## src/hdl/serdes_link_map.vh

```
// Constants for the serdes link lock and synchronisation block
`ifndef SERDES_LINK_MAP_VH
`define SERDES_LINK_MAP_VH
`define WORD_BITS       10
`define FRAME_BITS      12
`define PHASE_LAST      4'hB
`define PHASE_HALF      4'h6
`define SYNC_WORD       10'h3E0
`define LOSS_RUN        3'h4
`define CONFIRM_RUN     3'h4
`define REF_TIMEOUT     8'h40
`endif

```

## src/hdl/serdes_link_lock_sync.v

```verilog
// Serializer framing and deserializer lock supervision for one serial lane
//
// Overview of operation
// Frame each word with two clock bits
// Reference timebase must run for lock
// Lock indicator high whenever lock is lost
// Outputs high impedance until first lock; here only parallel_out floats, recovered_clock stays driven low
// Either sync request sends sync patterns
// Lock indicator may drive sync request
// Random lock acquires on arbitrary data
// Output words valid while lock indicator low
// Loss after four consecutive bad clock bits
// Up to three corrupt words before loss
// Partner treats three prior words suspect
// Relock by sync patterns or random lock
// Lock indicator high in sleep, before lock
// Partner holds sync for 1024 symbols
// Output enable low floats data and clock; here it floats parallel_out only, recovered_clock stays driven
// Sleep stops link and floats outputs; here ser_out and parallel_out float, recovered_clock stays driven low
// Edge select picks capture edge
`timescale 1ns/100ps
`include "serdes_link_map.vh"

module serdes_link_lock_sync (
  input  wire        mclk,
  input  wire        resetn,
  input  wire        sleep_n,
  input  wire        tx_word_clock,
  input  wire        tx_edge_select,
  input  wire [9:0]  data_in,
  input  wire        sync_request_a,
  input  wire        sync_request_b,
  output wire        ser_out,
  output wire        ser_out_en_n,
  input  wire        ser_in,
  input  wire        reference_timebase,
  input  wire        rx_output_enable,
  output wire [9:0]  parallel_out,
  output wire        parallel_out_en_n,
  output wire        recovered_clock,
  output wire        lock_n
);

  // One-hot receive states
  localparam [1:0] ST_HUNT   = 2'h1; // Searching for frame alignment
  localparam [1:0] ST_LOCKED = 2'h2; // Aligned, supervising clock bits

  // Pin synchronisers, two stages each
  reg  [1:0]  sleep_sync_reg;      // Sleep input
  reg  [1:0]  tck_sync_reg;        // Transmit word clock
  reg         tck_prev_reg;        // Last settled word clock level
  reg  [1:0]  edge_sync_reg;       // Edge select
  reg  [9:0]  din_s1_reg;          // Data first stage
  reg  [9:0]  din_s2_reg;          // Data second stage
  reg  [1:0]  syna_sync_reg;       // Sync request a
  reg  [1:0]  synb_sync_reg;       // Sync request b
  reg  [1:0]  rx_sync_reg;         // Serial lane input
  reg  [1:0]  ref_sync_reg;        // Reference timebase
  reg         ref_prev_reg;        // Last settled reference level
  reg  [1:0]  oe_sync_reg;         // Output enable

  wire awake     = sleep_sync_reg[1];
  wire tck_rise  = tck_sync_reg[1] & ~tck_prev_reg;
  wire tck_fall  = ~tck_sync_reg[1] & tck_prev_reg;

  // All pin inputs but resetn pass two flops before use
  always @(posedge mclk or negedge resetn) begin
    if (!resetn) begin
      sleep_sync_reg <= 2'h0;
      tck_sync_reg   <= 2'h0;
      tck_prev_reg   <= 1'b0;
      edge_sync_reg  <= 2'h0;
      din_s1_reg     <= 10'h000;
      din_s2_reg     <= 10'h000;
      syna_sync_reg  <= 2'h0;
      synb_sync_reg  <= 2'h0;
      rx_sync_reg    <= 2'h0;
      ref_sync_reg   <= 2'h0;
      ref_prev_reg   <= 1'b0;
      oe_sync_reg    <= 2'h0;
    end else begin
      sleep_sync_reg <= {sleep_sync_reg[0], sleep_n};
      tck_sync_reg   <= {tck_sync_reg[0], tx_word_clock};
      tck_prev_reg   <= tck_sync_reg[1];
      edge_sync_reg  <= {edge_sync_reg[0], tx_edge_select};
      din_s1_reg     <= data_in;
      din_s2_reg     <= din_s1_reg;
      syna_sync_reg  <= {syna_sync_reg[0], sync_request_a};
      synb_sync_reg  <= {synb_sync_reg[0], sync_request_b};
      rx_sync_reg    <= {rx_sync_reg[0], ser_in};
      ref_sync_reg   <= {ref_sync_reg[0], reference_timebase};
      ref_prev_reg   <= ref_sync_reg[1];
      oe_sync_reg    <= {oe_sync_reg[0], rx_output_enable};
    end
  end

  // ---------------- Serializer ----------------
  reg  [9:0]  hold_reg;            // Last captured parallel word
  reg  [11:0] tx_shift_reg;        // Frame being sent, MSB first
  reg  [3:0]  tx_phase_reg;        // Bit position within frame
  reg         ser_out_reg;         // Lane level
  wire        capture  = edge_sync_reg[1] ? tck_rise : tck_fall;
  wire        send_syn = syna_sync_reg[1] | synb_sync_reg[1];
  wire [9:0]  tx_word  = send_syn ? `SYNC_WORD : hold_reg;

  // Word capture and frame shifter; only the newest word is framed,
  // so a word clock faster than one frame per 12 cycles drops words
  always @(posedge mclk or negedge resetn) begin
    if (!resetn) begin
      hold_reg     <= 10'h000;
      tx_shift_reg <= 12'h000;
      tx_phase_reg <= 4'h0;
      ser_out_reg  <= 1'b0;
    end else if (!awake) begin
      tx_phase_reg <= 4'h0;
      ser_out_reg  <= 1'b0;
    end else begin
      if (capture) begin
        hold_reg <= din_s2_reg;
      end
      if (tx_phase_reg == 4'h0) begin
        // Start bit high, stop bit low: a rising edge every frame
        tx_shift_reg <= {1'b1, tx_word, 1'b0};
        ser_out_reg  <= 1'b1;
      end else begin
        ser_out_reg  <= tx_shift_reg[11 - tx_phase_reg];
      end
      tx_phase_reg <= (tx_phase_reg == `PHASE_LAST) ? 4'h0 : tx_phase_reg + 4'h1;
    end
  end

  assign ser_out      = ser_out_reg;
  assign ser_out_en_n = ~awake;

  // ---------------- Deserializer ----------------
  reg  [7:0]  ref_idle_reg;        // Cycles since last reference edge
  reg         ref_ok_reg;          // Reference timebase seen running
  reg  [11:0] window_reg;          // Last twelve lane bits
  reg  [1:0]  state_reg;           // Hunt or locked
  reg  [1:0]  state_next;
  reg  [3:0]  rx_phase_reg;        // Position in aligned frame
  reg  [3:0]  rx_phase_next;
  reg  [2:0]  good_reg;            // Consecutive good frames in hunt
  reg  [2:0]  good_next;
  reg  [2:0]  bad_reg;             // Consecutive bad frames while locked
  reg  [2:0]  bad_next;
  reg  [9:0]  word_reg;            // Presented parallel word
  reg         rclk_reg;            // Recovered word clock
  reg         seen_lock_reg;       // Set once after first lock

  wire frame_ok = window_reg[11] & ~window_reg[0];
  wire is_sync  = frame_ok & (window_reg[10:1] == `SYNC_WORD);
  wire boundary = (rx_phase_reg == `PHASE_LAST);
  wire locked   = (state_reg == ST_LOCKED);

  // Reference activity watch; a stopped reference cannot hold lock
  always @(posedge mclk or negedge resetn) begin
    if (!resetn) begin
      ref_idle_reg <= 8'h00;
      ref_ok_reg   <= 1'b0;
    end else if (ref_sync_reg[1] != ref_prev_reg) begin
      ref_idle_reg <= 8'h00;
      ref_ok_reg   <= 1'b1;
    end else if (ref_idle_reg == `REF_TIMEOUT) begin
      ref_ok_reg   <= 1'b0;
    end else begin
      ref_idle_reg <= ref_idle_reg + 8'h01;
    end
  end

  // Lock search and supervision
  always @* begin
    state_next    = state_reg;
    good_next     = good_reg;
    bad_next      = bad_reg;
    rx_phase_next = (rx_phase_reg == `PHASE_LAST) ? 4'h0 : rx_phase_reg + 4'h1;
    case (state_reg)
      ST_HUNT: begin
        bad_next = 3'h0;
        if (good_reg == 3'h0) begin
          // Any framed window starts a candidate alignment
          if (frame_ok) begin
            rx_phase_next = 4'h0;
            if (is_sync) begin
              state_next = ST_LOCKED;
            end else begin
              good_next = 3'h1;
            end
          end
        end else if (boundary) begin
          if (!frame_ok) begin
            good_next = 3'h0; // Alignment was false, hunt again
          end else if (is_sync || good_reg == `CONFIRM_RUN - 3'h1) begin
            state_next = ST_LOCKED;
            good_next  = 3'h0;
          end else begin
            good_next = good_reg + 3'h1;
          end
        end
      end
      ST_LOCKED: begin
        if (boundary) begin
          if (frame_ok) begin
            bad_next = 3'h0;
          end else if (bad_reg == `LOSS_RUN - 3'h1) begin
            state_next = ST_HUNT;
            bad_next   = 3'h0;
          end else begin
            bad_next = bad_reg + 3'h1;
          end
        end
      end
      default: begin
        state_next = ST_HUNT;
        good_next  = 3'h0;
        bad_next   = 3'h0;
      end
    endcase
    // Sleep or a dead reference forces the hunt
    if (!awake || !ref_ok_reg) begin
      state_next = ST_HUNT;
      good_next  = 3'h0;
      bad_next   = 3'h0;
    end
  end

  // Receive registers
  always @(posedge mclk or negedge resetn) begin
    if (!resetn) begin
      window_reg    <= 12'h000;
      state_reg     <= ST_HUNT;
      rx_phase_reg  <= 4'h0;
      good_reg      <= 3'h0;
      bad_reg       <= 3'h0;
      word_reg      <= 10'h000;
      rclk_reg      <= 1'b0;
      seen_lock_reg <= 1'b0;
    end else begin
      window_reg   <= {window_reg[10:0], rx_sync_reg[1]};
      state_reg    <= state_next;
      rx_phase_reg <= rx_phase_next;
      good_reg     <= good_next;
      bad_reg      <= bad_next;
      // Words of bad frames still pass until loss is declared
      if (locked && boundary) begin
        word_reg <= window_reg[10:1];
      end
      rclk_reg <= locked & (rx_phase_reg < `PHASE_HALF);
      if (locked) begin
        seen_lock_reg <= 1'b1;
      end
    end
  end

  assign parallel_out      = word_reg;
  assign recovered_clock   = rclk_reg;
  // Drive only after first lock, while enabled and awake
  assign parallel_out_en_n = ~(seen_lock_reg & oe_sync_reg[1] & awake);
  assign lock_n            = ~locked;

endmodule // serdes_link_lock_sync

```

## config.mk

```make
export PLATFORM = sky130hd
export DESIGN_NAME = serdes_link_lock_sync
export DESIGN_NICKNAME = d
export VERILOG_FILES = /design/src/hdl/serdes_link_lock_sync.v
export VERILOG_INCLUDE_DIRS = /design/src /design/src/hdl
export SDC_FILE = /design/constraint.sdc
export NUM_CORES = 1
export LEC_CHECK = 0
export BUFFER_PORTS_ARGS = -buffer_cell sky130_fd_sc_hd__clkbuf_2
export CORE_MARGIN = 1.5
export CORE_UTILIZATION = 50
export CTS_CLUSTER_SIZE = 24
export DETAILED_ROUTE_END_ITERATION = 12
export PLACE_DENSITY = 0.69
export SYNTH_ARGS = -nofsm -noshare
export SYNTH_HDL_FRONTEND = slang
export SYNTH_SLANG_ARGS = --single-unit
```

## constraint.sdc

```tcl
create_clock -name mclk -period 2.4 [get_ports mclk]
set_input_delay 0.24 -clock mclk [delete_from_list [all_inputs] [get_ports mclk]]
set_output_delay 0.24 -clock mclk [all_outputs]
set_load 0.05 [all_outputs]
```

# [Word-level counts from Yosys, hierarchy flattened]
# Cells that the tools add are included.
[totals] input_bits=20 latchBits=0 ramBits=0 word_cells=120 n_memories=0 regBits=109 out_inout_bits=15 rom_bits=0
[op_classes] add_sub_neg=6 n_mul=0 n_eq_ne=20 n_mux=40 div=0 n_lt_le_gt_ge=2 shift=0 n_reduce_logical=12 bitwise_logic=14
[op_table] operator="3-bit two-way mux" count=12
[op_table] operator="32-bit by 5-bit less-than comparator with 1-bit output (second input constant)" count=1
[op_table] operator="4-bit two-way mux" count=6
[op_table] operator="4-bit != test (second input constant)" count=6
[op_table] operator="2-bit two-way mux" count=10
[op_table] operator="8-bit two-way mux" count=2
[op_table] operator="10-bit equality test (second input constant)" count=1
[op_table] operator="10-bit two-way mux" count=1
[op_table] operator="4-bit by 1-bit adder with 4-bit output (second input constant)" count=2
[op_table] operator="8-bit by 1-bit adder with 8-bit output (second input constant)" count=1
[op_table] operator="4-bit equality test (second input constant)" count=2
[op_table] operator="8-bit by 7-bit equality test with 1-bit output (second input constant)" count=1
[op_table] operator="8-bit AND reduction" count=1
[op_table] operator="1-bit AND" count=7
[op_table] operator="3-bit by 1-bit adder with 3-bit output (second input constant)" count=2
[op_table] operator="3-bit by 2-bit equality test with 1-bit output (second input constant)" count=2
[op_table] operator="1-bit two-way mux" count=6
[op_table] operator="3-bit by 2-bit != test with 1-bit output (second input constant)" count=2
[op_table] operator="1-bit inverter" count=6
[op_table] operator="3-bit case mux with 2 select lines" count=1
[op_table] operator="4-bit by 4-bit subtractor with 5-bit output (first input constant)" count=1
[op_table] operator="1-bit binary-select mux with 4-bit select" count=1
[op_table] operator="4-bit logical NOT" count=1
[op_table] operator="4-bit by 3-bit less-than comparator with 1-bit output (second input constant)" count=1
[op_table] operator="15 further kinds" count=18

# [Depth between registers and ports, before layout]
[logic_depth] depth_word=10 ltp_mapped=7 mapped_depth_nobuf=6

# [Least setup slack after synthesis]
# OpenSTA, ideal clock, no wires.
[synth_path] path_type="reg-to-reg" start="reg state_reg[0]" end="reg good_reg[0]" setup_ps=126 stages_incl_launch_ff=6 slack_ps=387 n_path_buf=1 t_arrival_ps=1887 t_required_ps=2274 period_less_slack_ps=2013 cell_sequence="dfstp_2 > nand2b_1 > clkbuf_1 > o31ai_4 > and3_1 > o32a_1"
[synth_via] elab_chain_cells=3 word_cells_on_any_way=9 cone_classes="6 x eq/ne; 2 x mux; 1 x reduce/logical"
[synth_rtl] element="start: declaration" line_no="serdes_link_lock_sync.v:139" rtl="reg [1:0] state_reg;"
[synth_rtl] element="start signal: assignment" line_no="serdes_link_lock_sync.v:240" rtl="state_reg <= state_next;"
[synth_rtl] element="2-bit by 1-bit equality test with 1-bit output or 2-bit equality test (tied branches)" line_no="serdes_link_lock_sync.v:177" rtl="case (state_reg)"
[synth_rtl] element="4-bit != test (no source line), or another cell as far along"
[synth_rtl] element="4-bit AND reduction (no source line) or 3-bit two-way mux (tied branches)"
[synth_rtl] element="end signal: assignment" line_no="serdes_link_lock_sync.v:242" rtl="good_reg <= good_next;"
[synth_rtl] element="end: declaration" line_no="serdes_link_lock_sync.v:143" rtl="reg [2:0] good_reg;"
# Several ways; a longest one is shown, not always the timed one.
# A chain may end at the register's enable or synchronous reset.

# [Final worst setup path]
[layout_path] start="reg rx_phase_reg[1]" end="reg word_reg[3] (netlist: parallel_out[3])"
[layout_via] elab_chain_cells=2
[layout_rtl] element="start: declaration" line_no="serdes_link_lock_sync.v:141" rtl="reg [3:0] rx_phase_reg;"
[layout_rtl] element="start signal: assignment" line_no="serdes_link_lock_sync.v:241" rtl="rx_phase_reg <= rx_phase_next;"
[layout_rtl] element="4-bit equality test (no source line)"
[layout_rtl] element="1-bit logical AND" line_no="serdes_link_lock_sync.v:245" rtl="if (locked && boundary) begin"
[layout_rtl] element="end signal: assignment" line_no="serdes_link_lock_sync.v:246" rtl="word_reg <= window_reg[10:1];"
[layout_rtl] element="end: declaration" line_no="serdes_link_lock_sync.v:147" rtl="reg [9:0] word_reg;"
# No other way between the ends.

==> summary.md <==
| Metric | Value |
|---|---|
| Status | finished, final reports clean |
| Final worst path period need | 1.80 ns |
| Post-Syn Area | 4040 um^2 |
| Fin nets | 387 |
| Worst slew pin tran | 0.648 ns |
| Ant. Diodes | 0 |
| Initial Util | 0.519 |
| Setup TNS | 0 ns |
| Mapped Cells | 296 |
| YS warnings | 0 |
| Routed wire length | 6010 um |
| DRC violation total after the first TritonRoute iteration | 63 |
| FF+latch count, synth | 109 |
| H-tree Lvls | 3 |
| First-pass GRT wire length | 10900 um |
| CTS clk-pin slew, worst paths | 0.11 ns |
| Final ANT Viol Nets | 0 |
| Die ar. | 8620 um^2 |
| Initial antenna violation count | 0 |
| Met2 GRT Util | 0.262 |
| # DRC | 0 |
| Setup CP Type | reg -> reg |
| CP arrival | 2.05 ns |
| Reg power frac | 0.580 |
| RSZ-0062 raised after global routing | false |
| Clock power frac | 0.290 |
| Pre-CTS setup slack | 0.621 ns |
| Max Transition Viols Final | 0 |
| Worst setup margin | 0.602 ns |
| # resized after CTS | 0 |
| Hold Buf Count CTS | 19 |
| MaxCap Viol Count | 0 |
| Vias in the first global route | 2441 |
| Top Usage Layer GRT | met2 |
| Hold violation count in the final report | 0 |
| CTS tree | yes |
| CP max FO | 10 |
| Row count | 32 |
| Min-Delay Path Class | in -> async |
| Number of flops mapped to enable cells by yosys | 0 |
| Area growth from synthesis to layout | 17.1% |
| Gpl congestion | 0.756 |
| Routed length per placed instance | 13.0 um |
| # IOs | 35 |
| Largest register FFs | 12 |
| Bufs and invs on worst path | 0 |
| Synth Area per Inst | 13.6 um^2 |
| Top_reg_cell synth | dfrtp_1 |
| Cell family with most CP delay | simple AND/OR/NAND/NOR gates |
| Sw frac | 0.277 |
| Asr flop ratio synth | 1.00 |
| Max Clk Rate | 556 MHz |
| Setup Viol. Count Final | 0 |
| Skew-Pair Late Insertion Delay | 0.36 ns |
| P per Cell Area | 778 nW/um^2 |
| Total internal power | 2.66 mW |
| Synth unique cells | 48 |
| NetSw | 1.02 mW |
| Input/output buffers | 34 |
| Slew margin rel. | 0.567 |
| Die width | 92.8 um |
| Comb pwr share | 0.130 |
| Total chip power | 3.68 mW |
| Setup Fix Bufs, Post-CTS | 0 |
| Inserted Clock Buffers | 9 |
| Via count | 2331 |
| VDD IR-drop max | 0.000402 V |
| Ranking of synthesized cells by area | dfrtp_1 (67%), mux2_2 (5.6%), ha_1 (3.4%) |
| Root Buffer | clkbuf_8 |
| Req. time, crit path | 2.65 ns |
| Fin crit share | 0.749 |
| Max clock buf depth | 2 |
| Grt ovf | 0 |
| Leakage | 2.19 nW |
| Met1 Resource Use GR | 0.210 |
| Clock skew | 0.00515 ns |
| Die H | 92.8 um |
| Crit. End Element | flop |
| Core ar. | 7770 um^2 |
| Most frequent cells in the layout | dfrtp_1 (108), clkbuf_2 (33), nand2_1 (25), nor2_1 (21), mux2_2 (20) |
| Cell Chain, Critical Path | ha_1, nand3b_1, nor2_2, mux2_2 |
| DP Wirelength | 4020 um |
| Mapped Nets | 327 |
| GRT Util Overall | 0.162 |
| Vias per inst | 5.03 |
| Area leader, netlist | dfrtp_1 |
| CP max stage cell | nor2_2 |
| Top-area cell type share of the netlist area | 0.670 |
| Fraction of layout cells with a size suffix above 1 | 0.227 |
| Sequential area share after synthesis | 0.676 |
| Largest net degree at the start of global routing | 80 |
| # clock sinks | 109 |
| CP peak stage delay | 0.48 ns |
| Initial DRT Pass Iterations | 4 |
| GR Util met3 | 0.0369 |
| Setup crit start kind | flop |
| Commonest non-fill, non-tap cell in the layout | dfrtp_1 |
cell usage after synthesis (2+ instances only):
cell type / count
ha_1: 11
nor2_1: 21
o32a_1: 2
o211ai_1: 2
a21oi_1: 7
nand3_1: 11
o21ai_0: 10
inv_1: 11
nand3b_1: 2
nand2b_1: 7
nor2b_1: 2
xor2_1: 6
a2bb2oi_1: 2
xnor2_1: 5
nor3_1: 2
or4_1: 2
mux4_2: 2
a211oi_1: 2
mux2i_1: 2
and2_1: 2
nand2_1: 25
dfrtp_1: 108
and3_1: 4
nor3b_1: 2
clkbuf_1: 4
mux2_2: 20
power by group through the flow:
stage | Combinational (mW) | Clock (mW) | Sequential [mW]
floorplan | 0.346 | 0 | 2.14
global placement | 0.446 | 0 | 2.16
detailed placement | 0.461 | 0 | 2.17
CTS | 0.489 | 1.12 | 2.13
global route | 0.545 | 1.19 | 2.16
finish | 0.480 | 1.07 | 2.13
worst register-to-register path: stages (launching register included):
cell      delay, ns
dfrtp_1        0.40
ha_1           0.22
nand3b_1       0.20
nor2_2         0.48
mux2_2         0.40
final cells by class:
cell class	instances	area, um^2
timing repair buffer	54	383
clock inverter	7	75.1
inverter	11	41.3
multi-input combinational	171	1240
sequential	109	2730
tap	102	128
clock buffer	9	124
fill	621	3040
routing by layer:
layer / vias up / part of all wire
met5: - / 0
met4: 0 / 0.013
met3: 7 / 0.029
met2: 41 / 0.48
met1: 1139 / 0.48
li1: 1144 / -
metrics by stage:
stage | hold slack [ns] | area, um^2 | utilization | instances
after global routing | 0.357 | 4720 | 0.608 | 463
after CTS | 0.327 | 4720 | 0.608 | 463
after detailed placement | 0.200 | 4340 | 0.558 | 428
after floorplan | -0.0556 | 4040 | - | 296
after global placement | 0.199 | 4340 | 0.558 | 428
final | 0.335 | 4720 | 0.608 | 463
worst paths after layout:
| path | startpoint | endpoint | slack (ns) | depth (start not counted) |
|---|---|---|---|---|
| max in group asynchronous | resetn | rx_sync_reg[1] | 1.34 | 3 |
| worst max-delay path | rx_phase_reg[1] | parallel_out[3] | 0.60 | 4 |
| min in group mclk | din_s1_reg[2] | din_s2_reg[2] | 0.36 | 0 |
| worst max register to register | rx_phase_reg[1] | parallel_out[3] | 0.60 | 4 |
| worst min register to register | din_s1_reg[2] | din_s2_reg[2] | 0.36 | 0 |
| worst min-delay path | resetn | ref_sync_reg[0] | 0.34 | 2 |
cells by family (layout without fill, tap and decap cells):
family,count (synthesis),after routing,share of synthesized area
AO/OA/AOI/OAI,34,34,0.0608
buffers and inverters,16,81,0.0152
adder cells (fa/ha/maj),11,11,0.0341
flip-flops,109,109,0.676
AND/OR/NAND/NOR,91,91,0.118
XOR/XNOR,11,11,0.0239
multiplexers,24,24,0.0719
Power figures use the tool's default switching activity.
